`src/logic/sps_cfg.svh`:
```
// Purpose: Constants of the setpoint sequencer
// Assumes: 10 MHz system clock
// Notes:   Register offsets are byte addresses on AHB-Lite
`ifndef SPS_CFG_SVH
`define SPS_CFG_SVH
`define SPS_ADDR_MIN      8'h0b
`define SPS_ADDR_MAX      8'hff
`define SPS_CLK_HZ        10000000
`define SPS_ERR_HOLD_MS   1000
`define SPS_DWELL_TICK_US 10000
`define SPS_SLOW_HALF_MS  500
`define SPS_FAST_HALF_MS  125
`define SPS_OFF_CTRL      8'h00
`define SPS_OFF_FIRST     8'h04
`define SPS_OFF_TERM      8'h08
`define SPS_OFF_REPEAT    8'h0c
`define SPS_OFF_COND_A    8'h10
`define SPS_OFF_EVENT_B   8'h14
`define SPS_OFF_STATUS    8'h18
`define SPS_OFF_STORE     8'h1c
`define SPS_BIT_ACTIVE    7
`define SPS_BIT_FAULT     5
`define SPS_CMD_LAUNCH    0
`define SPS_CMD_RESUME    1
`define SPS_CMD_STEP      2
`define SPS_CMD_TERM      3
`define SPS_CMD_HOLD      4
`define SPS_CMD_SAVE      5
`define SPS_CMD_STORE     6
`define SPS_CMD_FAULT     7
`define SPS_REP_CONT      8'h00
`endif

```
`src/logic/sps_pkg.sv`:
```
// Purpose: Types of the setpoint sequencer
// Assumes: Included with sps_cfg.svh
// Notes:   One-hot state codes
`default_nettype none
package sps_pkg;
    typedef enum logic [2:0] {
        SPS_IDLE    = 3'b001,
        SPS_RUN     = 3'b010,
        SPS_SUSPEND = 3'b100
    } sps_state_t;
    typedef struct packed {
        logic        valid;
        logic        empty;
        logic [15:0] voltage;
        logic [15:0] current;
        logic [13:0] dwell;
    } sps_loc_t;
    typedef struct packed {
        logic        on;
        logic [15:0] voltage;
        logic [15:0] current;
    } sps_out_t;
endpackage : sps_pkg
`default_nettype wire

```
`src/logic/sps_sequencer.sv`:
```
// Purpose: Setpoint sequencer with AHB-Lite register slave
// Assumes: Location store answers lookups combinationally, before the next edge
// Notes:   Panel and remote commands arrive as bus writes
`include "sps_cfg.svh"
`timescale 1ns/1ns
`default_nettype none
module sps_sequencer
    import sps_pkg::*;
#(
    parameter int ERR_CYC  = `SPS_CLK_HZ / 1000 * `SPS_ERR_HOLD_MS,
    parameter int TICK_CYC = `SPS_CLK_HZ / 1000000 * `SPS_DWELL_TICK_US,
    parameter int SLOW_CYC = `SPS_CLK_HZ / 1000 * `SPS_SLOW_HALF_MS,
    parameter int FAST_CYC = `SPS_CLK_HZ / 1000 * `SPS_FAST_HALF_MS
) (
    // Clock and reset
    input  wire logic        sys_clk,
    input  wire logic        srst,
    // AHB-Lite slave
    input  wire logic        hsel,
    input  wire logic [31:0] haddr,
    input  wire logic [1:0]  htrans,
    input  wire logic        hwrite,
    input  wire logic [2:0]  hsize,
    input  wire logic [31:0] hwdata,
    input  wire logic        hready,
    output logic      [31:0] hrdata,
    output logic             hreadyout,
    output logic             hresp,
    // Location store lookup
    output logic      [7:0]  locAddr,
    input  wire sps_loc_t    locData,
    // Store address for setpoint saving
    output logic      [7:0]  storeAddr,
    output logic             storePulse,
    // Setup storage of repeats
    output logic      [7:0]  setupRepeat,
    output logic             setupWrite,
    // Power and signal output setpoints
    output sps_out_t         powerOut,
    // Front lamp and error display
    output logic             readyLamp,
    output logic             errorShow
);
    sps_state_t  state_r;
    logic [7:0]  firstAddr_r, termAddr_r, repeat_r, repeatsLeft_r, ptr_r, storeAddr_r, setupRep_r;
    logic        singleMode_r, fault_r, busWr_r, busRd_r, cmdStore_r, setupWr_r;
    logic [7:0]  busAddr_r;
    logic [31:0] hrdata_r;
    logic        lookBusy_r;
    logic [1:0]  lookKind_r;
    logic [13:0] dwellLeft_r;
    logic [$clog2(TICK_CYC+1)-1:0] tickCnt_r;
    logic [$clog2(ERR_CYC+1)-1:0]  errCnt_r;
    logic [$clog2(SLOW_CYC+1)-1:0] blinkCnt_r;
    logic        blink_r, dwellRun_r;
    sps_out_t    out_r;
    logic [7:0]  cmd;
    logic        wrCtrl, busTake;
    logic [13:0] dwellPick;
    logic [7:0]  cmdPend_r, cmdSeq;

    // Lookup kinds: advance normally, land on terminal
    localparam logic [1:0] LK_ADV = 2'h0;
    localparam logic [1:0] LK_TERM = 2'h1;

    // Bus always answers in one cycle, so no wait states are ever needed
    assign hreadyout = 1'b1;
    assign hresp     = 1'b0;
    assign hrdata    = hrdata_r;
    assign busTake   = hsel & hready & htrans[1];

    // Address phase capture
    always_ff @(posedge sys_clk) begin
        if (srst) begin
            busWr_r   <= 1'b0;
            busRd_r   <= 1'b0;
            busAddr_r <= 8'h00;
        end else begin
            busWr_r   <= busTake & hwrite;
            busRd_r   <= busTake & ~hwrite;
            busAddr_r <= haddr[7:0];
        end
    end

    assign wrCtrl = busWr_r && busAddr_r == `SPS_OFF_CTRL;
    assign cmd    = wrCtrl ? hwdata[7:0] : 8'h00;

    // Address and repeat settings, kept until rewritten
    always_ff @(posedge sys_clk) begin
        if (srst) begin
            firstAddr_r <= `SPS_ADDR_MIN;
            termAddr_r  <= `SPS_ADDR_MAX;
            repeat_r    <= 8'h01;
        end else if (busWr_r) begin
            if (busAddr_r == `SPS_OFF_FIRST && hwdata[7:0] >= `SPS_ADDR_MIN && hwdata[31:8] == 24'h0)
                firstAddr_r <= hwdata[7:0];
            if (busAddr_r == `SPS_OFF_TERM && hwdata[7:0] >= `SPS_ADDR_MIN && hwdata[31:8] == 24'h0)
                termAddr_r <= hwdata[7:0];
            if (busAddr_r == `SPS_OFF_REPEAT)
                repeat_r <= hwdata[7:0];
        end
    end

    // Setup save of the repeat count
    always_ff @(posedge sys_clk) begin
        if (srst) begin
            setupRep_r <= 8'h00;
            setupWr_r  <= 1'b0;
        end else begin
            setupWr_r <= cmd[`SPS_CMD_SAVE];
            if (cmd[`SPS_CMD_SAVE])
                setupRep_r <= repeat_r;
        end
    end

    // Store address auto increment after each setpoint store, holding at the top address 8'hff
    always_ff @(posedge sys_clk) begin
        if (srst) begin
            storeAddr_r <= `SPS_ADDR_MIN;
            cmdStore_r  <= 1'b0;
        end else begin
            cmdStore_r <= cmd[`SPS_CMD_STORE];
            if (busWr_r && busAddr_r == `SPS_OFF_STORE && hwdata[7:0] >= `SPS_ADDR_MIN)
                storeAddr_r <= hwdata[7:0];
            else if (cmdStore_r && storeAddr_r != `SPS_ADDR_MAX)
                storeAddr_r <= storeAddr_r + 8'h01;
        end
    end

    // Register read mux; unmapped offsets read zero
    always_ff @(posedge sys_clk) begin
        if (srst)
            hrdata_r <= 32'h0;
        else if (busTake & ~hwrite) begin
            case (haddr[7:0])
                `SPS_OFF_FIRST:   hrdata_r <= {24'h0, firstAddr_r};
                `SPS_OFF_TERM:    hrdata_r <= {24'h0, termAddr_r};
                `SPS_OFF_REPEAT:  hrdata_r <= {24'h0, repeat_r};
                `SPS_OFF_COND_A:  hrdata_r <= {24'h0, (state_r != SPS_IDLE), 7'h0};
                `SPS_OFF_EVENT_B: hrdata_r <= {26'h0, fault_r, 5'h0};
                `SPS_OFF_STATUS:  hrdata_r <= {8'h0, ptr_r, repeatsLeft_r, 5'h0, state_r};
                `SPS_OFF_STORE:   hrdata_r <= {24'h0, storeAddr_r};
                default:          hrdata_r <= 32'h0;
            endcase
        end
    end

    // Fault flag: a new fault wins over a read-to-clear in the same cycle
    always_ff @(posedge sys_clk) begin
        if (srst)
            fault_r <= 1'b0;
        else if (cmd[`SPS_CMD_FAULT] && state_r != SPS_IDLE)
            fault_r <= 1'b1;
        else if (busRd_r && busAddr_r == `SPS_OFF_EVENT_B)
            fault_r <= 1'b0;
    end

    // Error display held about one second after a fault
    always_ff @(posedge sys_clk) begin
        if (srst)
            errCnt_r <= '0;
        else if (cmd[`SPS_CMD_FAULT] && state_r != SPS_IDLE)
            errCnt_r <= ($bits(errCnt_r))'(ERR_CYC);
        else if (errCnt_r != '0)
            errCnt_r <= errCnt_r - 1'b1;
    end

    assign dwellPick = (locData.dwell != 14'h0) ? locData.dwell : 14'h0;

    // Commands that land during a lookup wait for it, so a stop is never lost
    always_ff @(posedge sys_clk) begin
        if (srst)
            cmdPend_r <= 8'h00;
        else
            cmdPend_r <= lookBusy_r ? (cmdPend_r | cmd) : 8'h00;
    end
    assign cmdSeq = cmd | cmdPend_r;

    // Sequence state machine with location lookup and dwell timing
    always_ff @(posedge sys_clk) begin
        if (srst) begin
            state_r       <= SPS_IDLE;
            ptr_r         <= `SPS_ADDR_MIN;
            repeatsLeft_r <= 8'h00;
            singleMode_r  <= 1'b0;
            lookBusy_r    <= 1'b0;
            lookKind_r    <= LK_ADV;
            dwellLeft_r   <= 14'h0;
            dwellRun_r    <= 1'b0;
            tickCnt_r     <= '0;
            out_r         <= '0;
        end else begin
            if (state_r == SPS_IDLE && !lookBusy_r)
                ptr_r <= firstAddr_r;
            // Dwell countdown in ticks of ten milliseconds
            if (dwellRun_r && !lookBusy_r) begin
                if (tickCnt_r == '0) begin
                    tickCnt_r <= ($bits(tickCnt_r))'(TICK_CYC - 1);
                    if (dwellLeft_r != 14'h0)
                        dwellLeft_r <= dwellLeft_r - 14'h1;
                end else
                    tickCnt_r <= tickCnt_r - 1'b1;
            end
            if (lookBusy_r) begin
                // Location data for ptr_r arrives this cycle
                lookBusy_r <= 1'b0;
                if (lookKind_r == LK_TERM) begin
                    if (!locData.empty)
                        out_r <= '{on: out_r.on, voltage: locData.voltage, current: locData.current};
                    else
                        out_r.on <= 1'b0;
                    state_r    <= SPS_IDLE;
                    dwellRun_r <= 1'b0;
                end else if (locData.empty && ptr_r != termAddr_r) begin
                    ptr_r      <= ptr_r + 8'h01;
                    lookBusy_r <= 1'b1;
                end else if (locData.empty && (singleMode_r || repeat_r == `SPS_REP_CONT || repeatsLeft_r > 8'h01)) begin
                    ptr_r      <= firstAddr_r;
                    lookBusy_r <= 1'b1;
                    if (!singleMode_r && repeat_r != `SPS_REP_CONT)
                        repeatsLeft_r <= repeatsLeft_r - 8'h01;
                end else if (locData.empty) begin
                    out_r.on   <= 1'b0;
                    state_r    <= SPS_IDLE;
                    dwellRun_r <= 1'b0;
                end else begin
                    out_r       <= '{on: 1'b1, voltage: locData.voltage, current: locData.current};
                    dwellLeft_r <= (locData.dwell != 14'h0) ? dwellPick : locData.dwell;
                    dwellRun_r  <= state_r == SPS_RUN;
                    tickCnt_r   <= ($bits(tickCnt_r))'(TICK_CYC - 1);
                end
            end else if (cmdSeq[`SPS_CMD_TERM] && state_r != SPS_IDLE) begin
                ptr_r      <= termAddr_r;
                lookKind_r <= LK_TERM;
                lookBusy_r <= 1'b1;
            end else begin
                case (state_r)
                    SPS_IDLE: begin
                        if (cmdSeq[`SPS_CMD_LAUNCH] || cmdSeq[`SPS_CMD_STEP]) begin
                            state_r       <= cmdSeq[`SPS_CMD_LAUNCH] ? SPS_RUN : SPS_SUSPEND;
                            singleMode_r  <= ~cmdSeq[`SPS_CMD_LAUNCH];
                            ptr_r         <= firstAddr_r;
                            repeatsLeft_r <= repeat_r;
                            lookKind_r    <= LK_ADV;
                            lookBusy_r    <= 1'b1;
                        end
                    end
                    SPS_RUN: begin
                        if (cmdSeq[`SPS_CMD_HOLD] || cmdSeq[`SPS_CMD_STEP]) begin
                            state_r      <= SPS_SUSPEND;
                            dwellRun_r   <= 1'b0;
                            singleMode_r <= cmdSeq[`SPS_CMD_STEP];
                        end else if (cmdSeq[`SPS_CMD_LAUNCH]) begin
                            ptr_r         <= firstAddr_r;
                            repeatsLeft_r <= repeat_r;
                            lookKind_r    <= LK_ADV;
                            lookBusy_r    <= 1'b1;
                        end else if (dwellRun_r && dwellLeft_r == 14'h0 && tickCnt_r == '0) begin
                            lookKind_r <= LK_ADV;
                            lookBusy_r <= 1'b1;
                            if (ptr_r != termAddr_r)
                                ptr_r <= ptr_r + 8'h01;
                            else if (repeat_r == `SPS_REP_CONT || repeatsLeft_r > 8'h01) begin
                                ptr_r <= firstAddr_r;
                                if (repeat_r != `SPS_REP_CONT)
                                    repeatsLeft_r <= repeatsLeft_r - 8'h01;
                            end else begin
                                lookBusy_r <= 1'b0;
                                state_r    <= SPS_IDLE;
                                dwellRun_r <= 1'b0;
                            end
                        end
                    end
                    SPS_SUSPEND: begin
                        if (cmdSeq[`SPS_CMD_RESUME] || cmdSeq[`SPS_CMD_STEP]) begin
                            state_r      <= cmdSeq[`SPS_CMD_RESUME] ? SPS_RUN : SPS_SUSPEND;
                            singleMode_r <= cmdSeq[`SPS_CMD_STEP];
                            lookKind_r   <= LK_ADV;
                            lookBusy_r   <= 1'b1;
                            ptr_r        <= (ptr_r != termAddr_r) ? ptr_r + 8'h01 : firstAddr_r;
                        end else if (cmdSeq[`SPS_CMD_LAUNCH]) begin
                            state_r       <= SPS_RUN;
                            singleMode_r  <= 1'b0;
                            ptr_r         <= firstAddr_r;
                            repeatsLeft_r <= repeat_r;
                            lookKind_r    <= LK_ADV;
                            lookBusy_r    <= 1'b1;
                        end
                    end
                    default: state_r <= SPS_IDLE;
                endcase
            end
        end
    end

    // Lamp blink generator; slow when suspended, fast when running
    always_ff @(posedge sys_clk) begin
        if (srst) begin
            blinkCnt_r <= '0;
            blink_r    <= 1'b0;
        end else if (state_r == SPS_IDLE) begin
            blinkCnt_r <= '0;
            blink_r    <= 1'b0;
        end else if (blinkCnt_r == '0) begin
            blink_r    <= ~blink_r;
            blinkCnt_r <= (state_r == SPS_RUN) ? ($bits(blinkCnt_r))'(FAST_CYC - 1)
                                               : ($bits(blinkCnt_r))'(SLOW_CYC - 1);
        end else
            blinkCnt_r <= blinkCnt_r - 1'b1;
    end

    // Outputs
    assign locAddr     = ptr_r;
    assign storeAddr   = storeAddr_r;
    assign storePulse  = cmdStore_r;
    assign setupRepeat = setupRep_r;
    assign setupWrite  = setupWr_r;
    assign powerOut    = out_r;
    assign readyLamp   = (state_r == SPS_IDLE) ? 1'b1 : blink_r;
    assign errorShow   = errCnt_r != '0;
endmodule : sps_sequencer
`default_nettype wire
```
`config.mk`:
```
export PLATFORM = sky130hd
export DESIGN_NAME = sps_sequencer
export DESIGN_NICKNAME = d
export VERILOG_FILES = /design/src/logic/sps_pkg.sv /design/src/logic/sps_sequencer.sv
export VERILOG_INCLUDE_DIRS = /design/src /design/src/logic
export SDC_FILE = /design/constraint.sdc
export NUM_CORES = 1
export LEC_CHECK = 0
export BUFFER_PORTS_ARGS = -buffer_cell sky130_fd_sc_hd__buf_2
export CAP_MARGIN = 20
export CORE_MARGIN = 2
export CORE_UTILIZATION = 26
export CTS_BUF_LIST = sky130_fd_sc_hd__clkbuf_4 sky130_fd_sc_hd__clkbuf_8
export CTS_CLUSTER_SIZE = 10
export DETAILED_ROUTE_END_ITERATION = 8
export SLEW_MARGIN = 20
export SYNTH_ARGS = -nofsm -noshare
export SYNTH_HDL_FRONTEND = slang
export SYNTH_SLANG_ARGS = --single-unit
```
`constraint.sdc`:
```
create_clock -name sys_clk -period 3.9 [get_ports sys_clk]
set_input_delay 0.195 -clock sys_clk [delete_from_list [all_inputs] [get_ports sys_clk]]
set_output_delay 0.195 -clock sys_clk [all_outputs]
set_load 0.03 [all_outputs]
```
# Yosys cells after proc, flatten, opt, wreduce, memory -nomap -nowiden
# Index checks and enable logic that the tools add are counted.
dict set report word_totals {
  reg_bits 229
  input_bits 122
  out_inout_bits 95
}
dict set report op_classes {
  addsub 7
  order_cmp 2
  n_eq_ne 53
  mux 120
  bitwise 10
  reduce_logical 56
}
# cell count
set op_table {}
lappend op_table {{$mux 8} 33}
lappend op_table {{$pmux 24 s7} 1}
lappend op_table {{$mux 17} 7}
lappend op_table {{$mux 14} 8}
lappend op_table {{$mux 33} 3}
lappend op_table {{$eq 8x5->1 const B} 6}
lappend op_table {{$mux 24} 2}
lappend op_table {{$mux 3} 16}
lappend op_table {{$pmux 8 s3} 2}
lappend op_table {{$mux 23} 2}
lappend op_table {{$mux 1} 34}
lappend op_table {{$ne 3x3->1 const B} 11}
lappend op_table {{$eq 8x4->1 const B} 4}
lappend op_table {{$mux 32} 1}
lappend op_table {{$logic_not 24->1} 1}
lappend op_table {{$ne 4x4->1 const B} 6}
lappend op_table {{$reduce_bool 24->1} 1}
lappend op_table {{$sub 24x1->24 const B} 1}
lappend op_table {{$logic_not 23->1} 1}
lappend op_table {{$sub 23x1->23 const B} 1}
lappend op_table {{$logic_and 1x1->1} 18}
lappend op_table {{$logic_not 17->1} 1}
lappend op_table {{$sub 17x1->17 const B} 1}
lappend op_table {{$add 8x1->8 const B} 2}
lappend op_table {{41 further kinds} 85}

# Depth between registers and ports, before layout
# Gate-level depths: netlist of run 1.
dict set report logic_depth {
  ltp_word 11
  mapped_depth 10
  mapped_depth_nobuf 9
}

# Worst setup path after synthesis of run 1
# No wires, ideal clock.
dict set report synth_timing {
  path_type {register -> register}
  startpoint {register tickCnt_r[10]}
  endpoint {register ptr_r[6] (netlist: locAddr[6])}
  setup_ns 0.124
  arrival_time_ns 2.744
  path_slack_ns 1.031
  path_stages_with_launch 9
  synth_period_minus_slack_ns 2.869
  cell_sequence {dfxtp_1 or4_4 or4_1 or4_1 buf_2 o31a_1 o221ai_2 nand2_1 a2111o_1}
}
dict set report synth_via {
  elab_chain_cells 8
}
# element line
set synth_lines {}
lappend synth_lines {{start: declaration} sps_sequencer.sv:52} ;# logic [$clog2(TICK_CYC+1)-1:0] tickCnt_r;
lappend synth_lines {{start signal: assignment} sps_sequencer.sv:198} ;# tickCnt_r <= ($bits(tickCnt_r))'(TICK_CYC - 1);
lappend synth_lines {{start signal: assignment} sps_sequencer.sv:202} ;# tickCnt_r <= tickCnt_r - 1'b1;
lappend synth_lines {{start signal: assignment} sps_sequencer.sv:230} ;# tickCnt_r <= ($bits(tickCnt_r))'(TICK_CYC - 1);
lappend synth_lines {{$logic_not 17->1} sps_sequencer.sv:258} ;# end else if (dwellRun_r && dwellLeft_r == 14'h0 && tickCnt_r == '0) begin
lappend synth_lines {{$logic_and 1x1->1} sps_sequencer.sv:258}
lappend synth_lines {{$mux 8} sps_sequencer.sv:258}
lappend synth_lines {{$mux 8} sps_sequencer.sv:253} ;# end else if (cmdSeq[`SPS_CMD_LAUNCH]) begin
lappend synth_lines {{$mux 8} sps_sequencer.sv:249} ;# if (cmdSeq[`SPS_CMD_HOLD] || cmdSeq[`SPS_CMD_STEP]) begin
lappend synth_lines {{$pmux 8 s3} sps_sequencer.sv:237} ;# case (state_r)
lappend synth_lines {{$mux 8} sps_sequencer.sv:232} ;# end else if (cmdSeq[`SPS_CMD_TERM] && state_r != SPS_IDLE) begin
lappend synth_lines {{$mux 8} sps_sequencer.sv:204} ;# if (lookBusy_r) begin
lappend synth_lines {{end signal: assignment} sps_sequencer.sv:233} ;# ptr_r <= termAddr_r;
lappend synth_lines {{end signal: assignment} sps_sequencer.sv:242} ;# ptr_r <= firstAddr_r;
lappend synth_lines {{end signal: assignment} sps_sequencer.sv:254} ;# ptr_r <= firstAddr_r;
lappend synth_lines {{end: declaration} sps_sequencer.sv:45} ;# logic [7:0] firstAddr_r, termAddr_r, repeat_r, repeatsLeft_r, ptr_r, storeAddr_r, setupRep_r;
# No other way between the ends.
# A chain may end at the register's enable or synchronous reset.

# Final worst setup path of run 1
dict set report layout_timing {
  startpoint {register tickCnt_r[5]}
  endpoint {register ptr_r[6] (netlist: locAddr[6])}
}
# The elaborated chain is that of the path after synthesis.

==> flow_summary.yaml, run 1 <==
placed_design:
  place.gp.congestion: 0.966
  postPlaceCellArea_sq_um: 12500
  pre_cts_ws_ns: 0.667
  post-dp-hpwl_microns: 27000
  portBuffers: 177
  dp_cells: 2064
detailed_routing:
  drtAntennaViolNets: 0
  drt-initial-drc-count: 1042
  vias: 11400
  remaining_drc_errors: 0
  first_pass_iters: 6
  drt_wl_total_microns: 38600
  wire_per_inst_microns: 17.5
  via_per_inst: 5.17
worst_setup_path:
  cp_data_required_time_ns: 4.36
  cp-start-kind: "flip-flop"
  worstSetupEndpointType: "flip-flop"
  critPathMaxFanout: 6
  crit_arrival_ns: 3.74
  critPathKind: "flip-flop to flip-flop"
synth:
  async_reset_ff_share_pct: 0
  yosysWarningCount: 0
  yosysTopAreaCell: "dfxtp_1"
  synth_seq_area_share_pct: 39.4
  netlist.area_leader.share_pct: 39.4
  synth_area_leaders: "dfxtp_1, nand2_1, a21oi_1, nor2_1, xnor2_1"
  synth.distinct_cells: 84
  netlist_area_sq_um: 11000
  avgSynthCellArea_sq_um: 7.95
  ys_ff_latch: 217
  synth_edf_count: 0
  synth_ff_type: "dfxtp_1"
  syn_inst: 1385
cells_and_area:
  final_cell_mix: "dfxtp_1, nand2_1, buf_2"
  layout-drive-gt1-share_pct: 19.0
  fin_cells: 2205
  fin_nets: 1767
  finish.utilization_pct: 33.7
  fillers: 4400
  final_common_cell: "dfxtp_1"
  syn_to_final_growth_pct: 28.2
  final_area_sq_um: 14100
timing:
  finalMaxSlewViolations: 0
  period_needed_ns: 3.28
  setup-tns-final_ns: 0
  finalCritPeriodShare_pct: 84.1
  fmax_mhz: 305
  setup_viol: 0
  rsz0062_at_grt: "no"
  hold_viol: 0
  worstMarginPinSlew_ns: 1.07
  hold_ws_ns: 0.0860
  relSlewSlack_pct: 28.1
  fin_ws_ns: 0.619
  finalClockSkew_ns: 0.0247
pwr:
  finalPower_mw: 7.38
  p_leak_nw: 5.65
  ir_drop_mv: 0.288
  power.density_nw_per_um2: 522
global_route:
  grt_max_degree: 52
  overflow: 0
  grt_usage_pct: 17.3
  grt_first_pass_wirelength_microns: 60600
  grt_pass1_vias: 11100
  antenna_found_initial: 1
die:
  row_count: 75
  die-area_sq_um: 44000
  core_sq_um: 41900
  io_pins: 217
  start_util_pct: 26.3
  chipWidth_microns: 210
  die_h_microns: 210
status:
  status: "finished, final reports clean"
clock_tree:
  htreeDepth: 2
  clk_pin_slew_ns: 0.06
  cts_buffers: 42
  cts_setup_buffers: 0
  worstSkewPairLatency_ns: 0.59
  clock_sinks: 217
  cts_root_buffer: "clkbuf_8"
  cts_buffer_depth: 3
  cts_tree: "built"
run:
  cap_violations: 0
worst_hold_path:
  hold_path_class: "input port to flip-flop"
registers in the layout, summed over array words and instances, names as in the netlist, 14 cells and up:
name	count
tickCnt_r	17
hrdata	24
powerOut	33
dwellLeft_r	14
errCnt_r	24
blinkCnt_r	23
cell usage after synthesis (5+ instances only):
master,number
buf_1,5
o21ai_0,39
nor3b_1,10
buf_4,11
or2_2,6
nand2_1,206
o2111ai_1,5
nand2b_1,7
nand4_1,12
nor4_1,32
a221oi_1,5
xor2_1,27
o32ai_1,5
a31oi_1,12
inv_1,24
a21oi_1,132
nor2b_1,12
a22oi_1,19
or4_1,17
o221ai_1,5
a21o_1,7
a211o_1,5
ha_1,11
nor4b_1,5
nor2_1,160
xnor2_1,58
mux2i_1,34
a211oi_1,22
or3_1,13
and3_1,6
o211ai_1,7
clkbuf_1,62
dfxtp_1,217
nand3_1,45
nor3_1,56
layer usage:
metal | track usage (%) | wire [microns]
met1 | 21.0 | 16200
met2 | 27.4 | 17000
met3 | 5.78 | 3600
met4 | 8.36 | 1730
met5 | 0 | 0
worst paths after layout:
kind,depth (start not counted),slack (ns),end,start
setup reg to reg,7,0.62,locAddr[6],tickCnt_r[5]
setup / recovery,7,0.62,locAddr[6],tickCnt_r[5]
hold / removal,2,0.09,lookKind_r[0],srst
hold reg to reg,2,0.45,powerOut[0],powerOut[0]
report_power, final:
part	internal, mW	leakage, nW	total, mW	switching, mW
combinational	0.935	3.40	2.22	1.28
clock	1.49	0.495	2.55	1.06
sequential	2.41	1.76	2.61	0.203
total	4.83	5.65	7.38	2.54
critical path: stages (launching register included):
cell      delay (ns)
dfxtp_1         0.35
nor4_1          0.66
nand4_1         0.32
or4_1           0.80
o31a_1          0.38
o221ai_2        0.16
nand2_1         0.08
a2111o_1        0.40
area by class of cell:
type | instances | area (sq um) | share of cell area, %
clock inverters | 13 | 129 | 0.912
clock buffers | 62 | 822 | 5.82
well taps | 539 | 674 | 4.77
inverters | 24 | 90.1 | 0.638
diodes | 1 | 2.50 | 0.0177
multi-input cells | 1071 | 6250 | 44.3
repair buffers | 278 | 1810 | 12.8
flip-flops and latches | 217 | 4340 | 30.8
cell families (layout without fill, tap and decap cells):
group / count (synthesis) / in the layout / share of synthesized area (%)
AND/OR/NAND/NOR: 609 / 609 / 26.0
AO/OA/AOI/OAI: 321 / 321 / 19.1
flip-flops: 217 / 217 / 39.4
buffers and inverters: 105 / 377 / 4.15
XOR/XNOR: 85 / 85 / 6.76
multiplexers: 35 / 35 / 3.19
adder cells (fa/ha/maj): 11 / 11 / 1.25
other: 2 / 11 / 0.0682
what timing repair did:
item / 4_1_cts / 5_1_grt
resized for setup: 0 / 0
endpoints found under the hold margin: 91 / 0
hold buffers: 65 / 0
No activity file was read; power rests on OpenSTA's default activity.
==> inputs of run 2 (changes only) <==
==> constraint.sdc (replaced) <==
create_clock -name sys_clk -period 2.95 [get_ports sys_clk]
set_input_delay 0.1475 -clock sys_clk [delete_from_list [all_inputs] [get_ports sys_clk]]
set_output_delay 0.1475 -clock sys_clk [all_outputs]
set_load 0.03 [all_outputs]
==> flow_summary.yaml, run 2 (same netlist as run 1, synthesis figures left out) <==
timing:
  finalMaxSlewViolations: 0
  worstMarginPinSlew_ns: 0.815
  finalClockSkew_ns: 0.0302
  relSlewSlack_pct: 45.6
  hold_ws_ns: 0.0769
  fmax_mhz: 344
  period_needed_ns: 2.91
  setup_viol: 0
  setup-tns-final_ns: 0
  hold_viol: 0
  rsz0062_at_grt: "yes"
  finalCritPeriodShare_pct: 98.6
  fin_ws_ns: 0.0423
detailed_routing:
  remaining_drc_errors: 0
  drt_wl_total_microns: 39700
  wire_per_inst_microns: 17.5
  drtAntennaViolNets: 0
  via_per_inst: 5.11
  drt-initial-drc-count: 740
  vias: 11600
  first_pass_iters: 5
worst_setup_path:
  worstSetupEndpointType: "flip-flop"
  cp_data_required_time_ns: 3.44
  critPathMaxFanout: 6
  critPathKind: "flip-flop to flip-flop"
  slowest_delay_ns: 0.53
  slowest_stage: "or4_4"
  crit_path_frequent_cell: "or4_4"
  cp-start-kind: "flip-flop"
  crit_chain: "or4_4 > or4_1 > or4_4 > o31a_1 > o221ai_2 > nand2_1 > a2111o_1"
  crit_arrival_ns: 3.39
placed_design:
  portBuffers: 177
  place.gp.congestion: 0.963
  post-dp-hpwl_microns: 28300
  pre_cts_ws_ns: -0.0446
  postPlaceCellArea_sq_um: 13000
cells_and_area:
  layout-drive-gt1-share_pct: 22.1
  final_common_cell: "dfxtp_1"
  syn_to_final_growth_pct: 33.2
  largest_register_ffs: 33
  final_area_sq_um: 14700
  final_cell_mix: "dfxtp_1, nand2_1, buf_2"
  fin_nets: 1831
global_route:
  antenna_found_initial: 0
  grt_pass1_vias: 11200
  grt_first_pass_wirelength_microns: 61800
  grt_usage_pct: 17.7
  grt_max_degree: 99
  overflow: 0
die:
  die-area_sq_um: 44000
  chipWidth_microns: 210
  core_sq_um: 41900
  start_util_pct: 26.3
  row_count: 75
  io_pins: 217
  die_h_microns: 210
clock_tree:
  clock_sinks: 217
  clk_pin_slew_ns: 0.06
  cts_setup_buffers: 0
  cts_root_buffer: "clkbuf_8"
  htreeDepth: 2
  cts_buffers: 42
  cts_tree: "built"
  worstSkewPairLatency_ns: 0.61
  cts_buffer_depth: 3
pwr:
  p_leak_nw: 5.99
  ir_drop_mv: 0.289
  power.density_nw_per_um2: 683
status:
  status: "finished, final reports clean"
run:
  cap_violations: 0
worst_hold_path:
  hold_path_class: "input port to flip-flop"
==> run 2: area by class of cell <==
class | instances | area, sq um
flip-flops and latches | 217 | 4340
inverters | 24 | 90.1
repair buffers | 342 | 2310
clock buffers | 62 | 803
multi-input cells | 1071 | 6280
well taps | 539 | 674
diodes | 1 | 2.50
clock inverters | 9 | 173
fillers | 4329 | 27200
==> run 2: layer usage <==
| metal | GRT usage (%) | vias up | routed length [microns] |
|---|---|---|---|
| li1 | - | 5586 | - |
| met1 | 21.5 | 5443 | 16800 |
| met2 | 29.5 | 444 | 18300 |
| met3 | 4.88 | 101 | 3130 |
| met4 | 7.14 | 0 | 1430 |
| met5 | 0 | - | 0 |
==> run 2: repair_timing <==
action,in CTS,in global routing
endpoints found under the setup margin,4,9
pin swaps,0,0
endpoints found under the hold margin,91,0
gates resized for setup,2,4
hold buffers,65,0
==> run 2: where the power goes <==
part / total [mW] / switching [mW] / internal (mW)
Combinational: 3.11 / 1.79 / 1.32
Sequential: 3.41 / 0.220 / 3.19
Clock: 3.51 / 1.34 / 2.17
==> run 2: worst paths after layout <==
kind / endpoint / slack (ns) / start / depth (start not counted)
worst min register to register: hrdata[13] / 0.45 / hrdata[13] / 2
worst max-delay path: locAddr[6] / 0.04 / tickCnt_r[10] / 7
worst min-delay path: blinkCnt_r[15] / 0.08 / srst / 4
worst max register to register: locAddr[6] / 0.04 / tickCnt_r[10] / 7
==> run 2: worst max-delay path, delay by kind of cell, from the launching register on <==
family | cells | cell delay (ns)
compound gates | 3 | 0.92
flops | 1 | 0.31
simple gates | 4 | 1.57
==> run 2: metrics by stage <==
step	util, %	total power [mW]	std cells
floorplan	-	5.63	1393
global placement	31.1	6.41	2128
detailed placement	31.1	6.46	2128
CTS	35.0	10.1	2264
global route	35.1	10.6	2264
finish	35.1	10.0	2265
==> inputs of run 3 (changes only) <==
--- a/config.mk
+++ b/config.mk
@@ -9,10 +9,11 @@
 export BUFFER_PORTS_ARGS = -buffer_cell sky130_fd_sc_hd__buf_2
 export CAP_MARGIN = 20
 export CORE_MARGIN = 2
-export CORE_UTILIZATION = 26
+export CORE_UTILIZATION = 35
 export CTS_BUF_LIST = sky130_fd_sc_hd__clkbuf_4 sky130_fd_sc_hd__clkbuf_8
 export CTS_CLUSTER_SIZE = 10
 export DETAILED_ROUTE_END_ITERATION = 8
+export SETUP_SLACK_MARGIN = 0.3
 export SLEW_MARGIN = 20
 export SYNTH_ARGS = -nofsm -noshare
 export SYNTH_HDL_FRONTEND = slang
==> flow_summary.yaml, run 3 (same netlist as run 1, synthesis figures left out) <==
global_route:
  grt_usage_pct: 21.9
  grt_max_degree: 112
  grt_pass1_vias: 11300
  grt_first_pass_wirelength_microns: 59200
  antenna_found_initial: 0
  overflow: 0
worst_setup_path:
  worstReg2RegStart: "tickCnt_r[13]"
  r2r_cells: 9
  reg2reg_to: "locAddr[4]"
  critPathKind: "flip-flop to flip-flop"
  cp-start-kind: "flip-flop"
  crit_path_end: "locAddr[4]"
  crit_arrival_ns: 3.35
  startpoint: "tickCnt_r[13]"
  ff2ff_setup_slack_ns: 0.06
  cp_data_required_time_ns: 3.41
  critPathMaxFanout: 4
  worstSetupEndpointType: "flip-flop"
run:
  cap_violations: 0
cells_and_area:
  syn_to_final_growth_pct: 33.0
  fin_nets: 1819
  layout-drive-gt1-share_pct: 24.8
  finish.utilization_pct: 47.5
  n_antenna_cell: 0
  final_cell_mix: "dfxtp_1, nand2_1, buf_2"
  fillers: 2993
  largest_register_ffs: 33
  final_common_cell: "dfxtp_1"
die:
  start_util_pct: 35.7
  row_count: 64
  chipWidth_microns: 181
  io_pins: 217
  core_sq_um: 30800
  die-area_sq_um: 32900
  die_h_microns: 181
placed_design:
  post-dp-hpwl_microns: 25700
  pre_cts_ws_ns: -0.0142
  place.gp.congestion: 0.946
  portBuffers: 177
clock_tree:
  cts_buffer_depth: 3
  clock_sinks: 217
  clk_pin_slew_ns: 0.06
  cts_buffers: 41
  htreeDepth: 2
  worstSkewPairLatency_ns: 0.56
  cts_root_buffer: "clkbuf_8"
  cts_tree: "built"
timing:
  rsz0062_at_grt: "yes"
  fin_ws_ns: 0.0589
  period_needed_ns: 2.89
  finalMaxSlewViolations: 0
  hold_ws_ns: 0.0422
  fmax_mhz: 346
  finalCritPeriodShare_pct: 98.0
  hold_viol: 0
  finalClockSkew_ns: 0.0356
  setup_viol: 0
  worstMarginPinSlew_ns: 0.765
  setup-tns-final_ns: 0
  relSlewSlack_pct: 48.8
detailed_routing:
  drt_wl_total_microns: 37300
  via_per_inst: 5.46
  remaining_drc_errors: 0
  wire_per_inst_microns: 17.7
  drt-initial-drc-count: 861
  first_pass_iters: 6
  drtAntennaViolNets: 0
  vias: 11500
pwr:
  p_leak_nw: 5.98
  power.density_nw_per_um2: 666
  ir_drop_mv: 0.393
status:
  status: "finished, final reports clean"
worst_hold_path:
  hold_path_class: "input port to flip-flop"
run 3: metal layers:
metal	up-vias	track usage (%)	share of wire (%)
met5	-	0	0
met4	0	6.83	2.6
met3	97	5.13	7.8
met2	460	37.0	47
met1	5429	27.8	43
li1	5561	-	-
run 3: stage by stage:
step / area (sq um) / total power [mW] / cells
after global placement: 12700 / 6.34 / 1966
after floorplan: 11100 / 5.65 / 1393
after global routing: 14700 / 10.4 / 2114
final: 14700 / 9.75 / 2114
after detailed placement: 12700 / 6.38 / 1966
after CTS: 14300 / 9.70 / 2104
run 3: worst max-delay path, stage by stage (launching register included):
cell,delay (ns)
dfxtp_2,0.32
or4_4,0.53
or4_1,0.47
or4_4,0.49
buf_4,0.17
buf_6,0.12
nor2_2,0.08
nor3_1,0.05
or4_1,0.47
o211ai_1,0.10
run 3: repair_timing:
item	CTS	global route
resized for setup	10	59
hold endpoints to repair	83	0
hold buffers	63	0
setup buffers	0	10
gates cloned	0	0
pin swaps	3	26
setup endpoints to repair	20	25
run 3: cell type report:
cell class / count / area [sq um] / share of cell area (%)
inverters: 24 / 90.1 / 0.615
multi-input cells: 1071 / 6560 / 44.8
repair buffers: 331 / 2240 / 15.3
clock inverters: 10 / 96.3 / 0.658
well taps: 396 / 495 / 3.38
clock buffers: 65 / 807 / 5.51
flip-flops and latches: 217 / 4350 / 29.7
run 3: how the worst min path moves through the flow:
| stage | from | end | slack (ns) | cells past startpoint |
|---|---|---|---|---|
| floorplan | hwdata[1] | firstAddr_r[1] | 0.27 | 2 |
| global placement | haddr[7] | busAddr_r[7] | 0.38 | 2 |
| detailed placement | haddr[7] | busAddr_r[7] | 0.39 | 2 |
| CTS | srst | firstAddr_r[5] | 0.01 | 2 |
| global route | srst | firstAddr_r[5] | 0.04 | 2 |
| finish | srst | firstAddr_r[5] | 0.04 | 2 |
run 3: where the power goes:
| group | internal [mW] | switching (mW) |
|---|---|---|
| registers | 3.19 | 0.244 |
| logic | 1.37 | 1.77 |
| clock network | 1.84 | 1.34 |
| total | 6.40 | 3.35 |
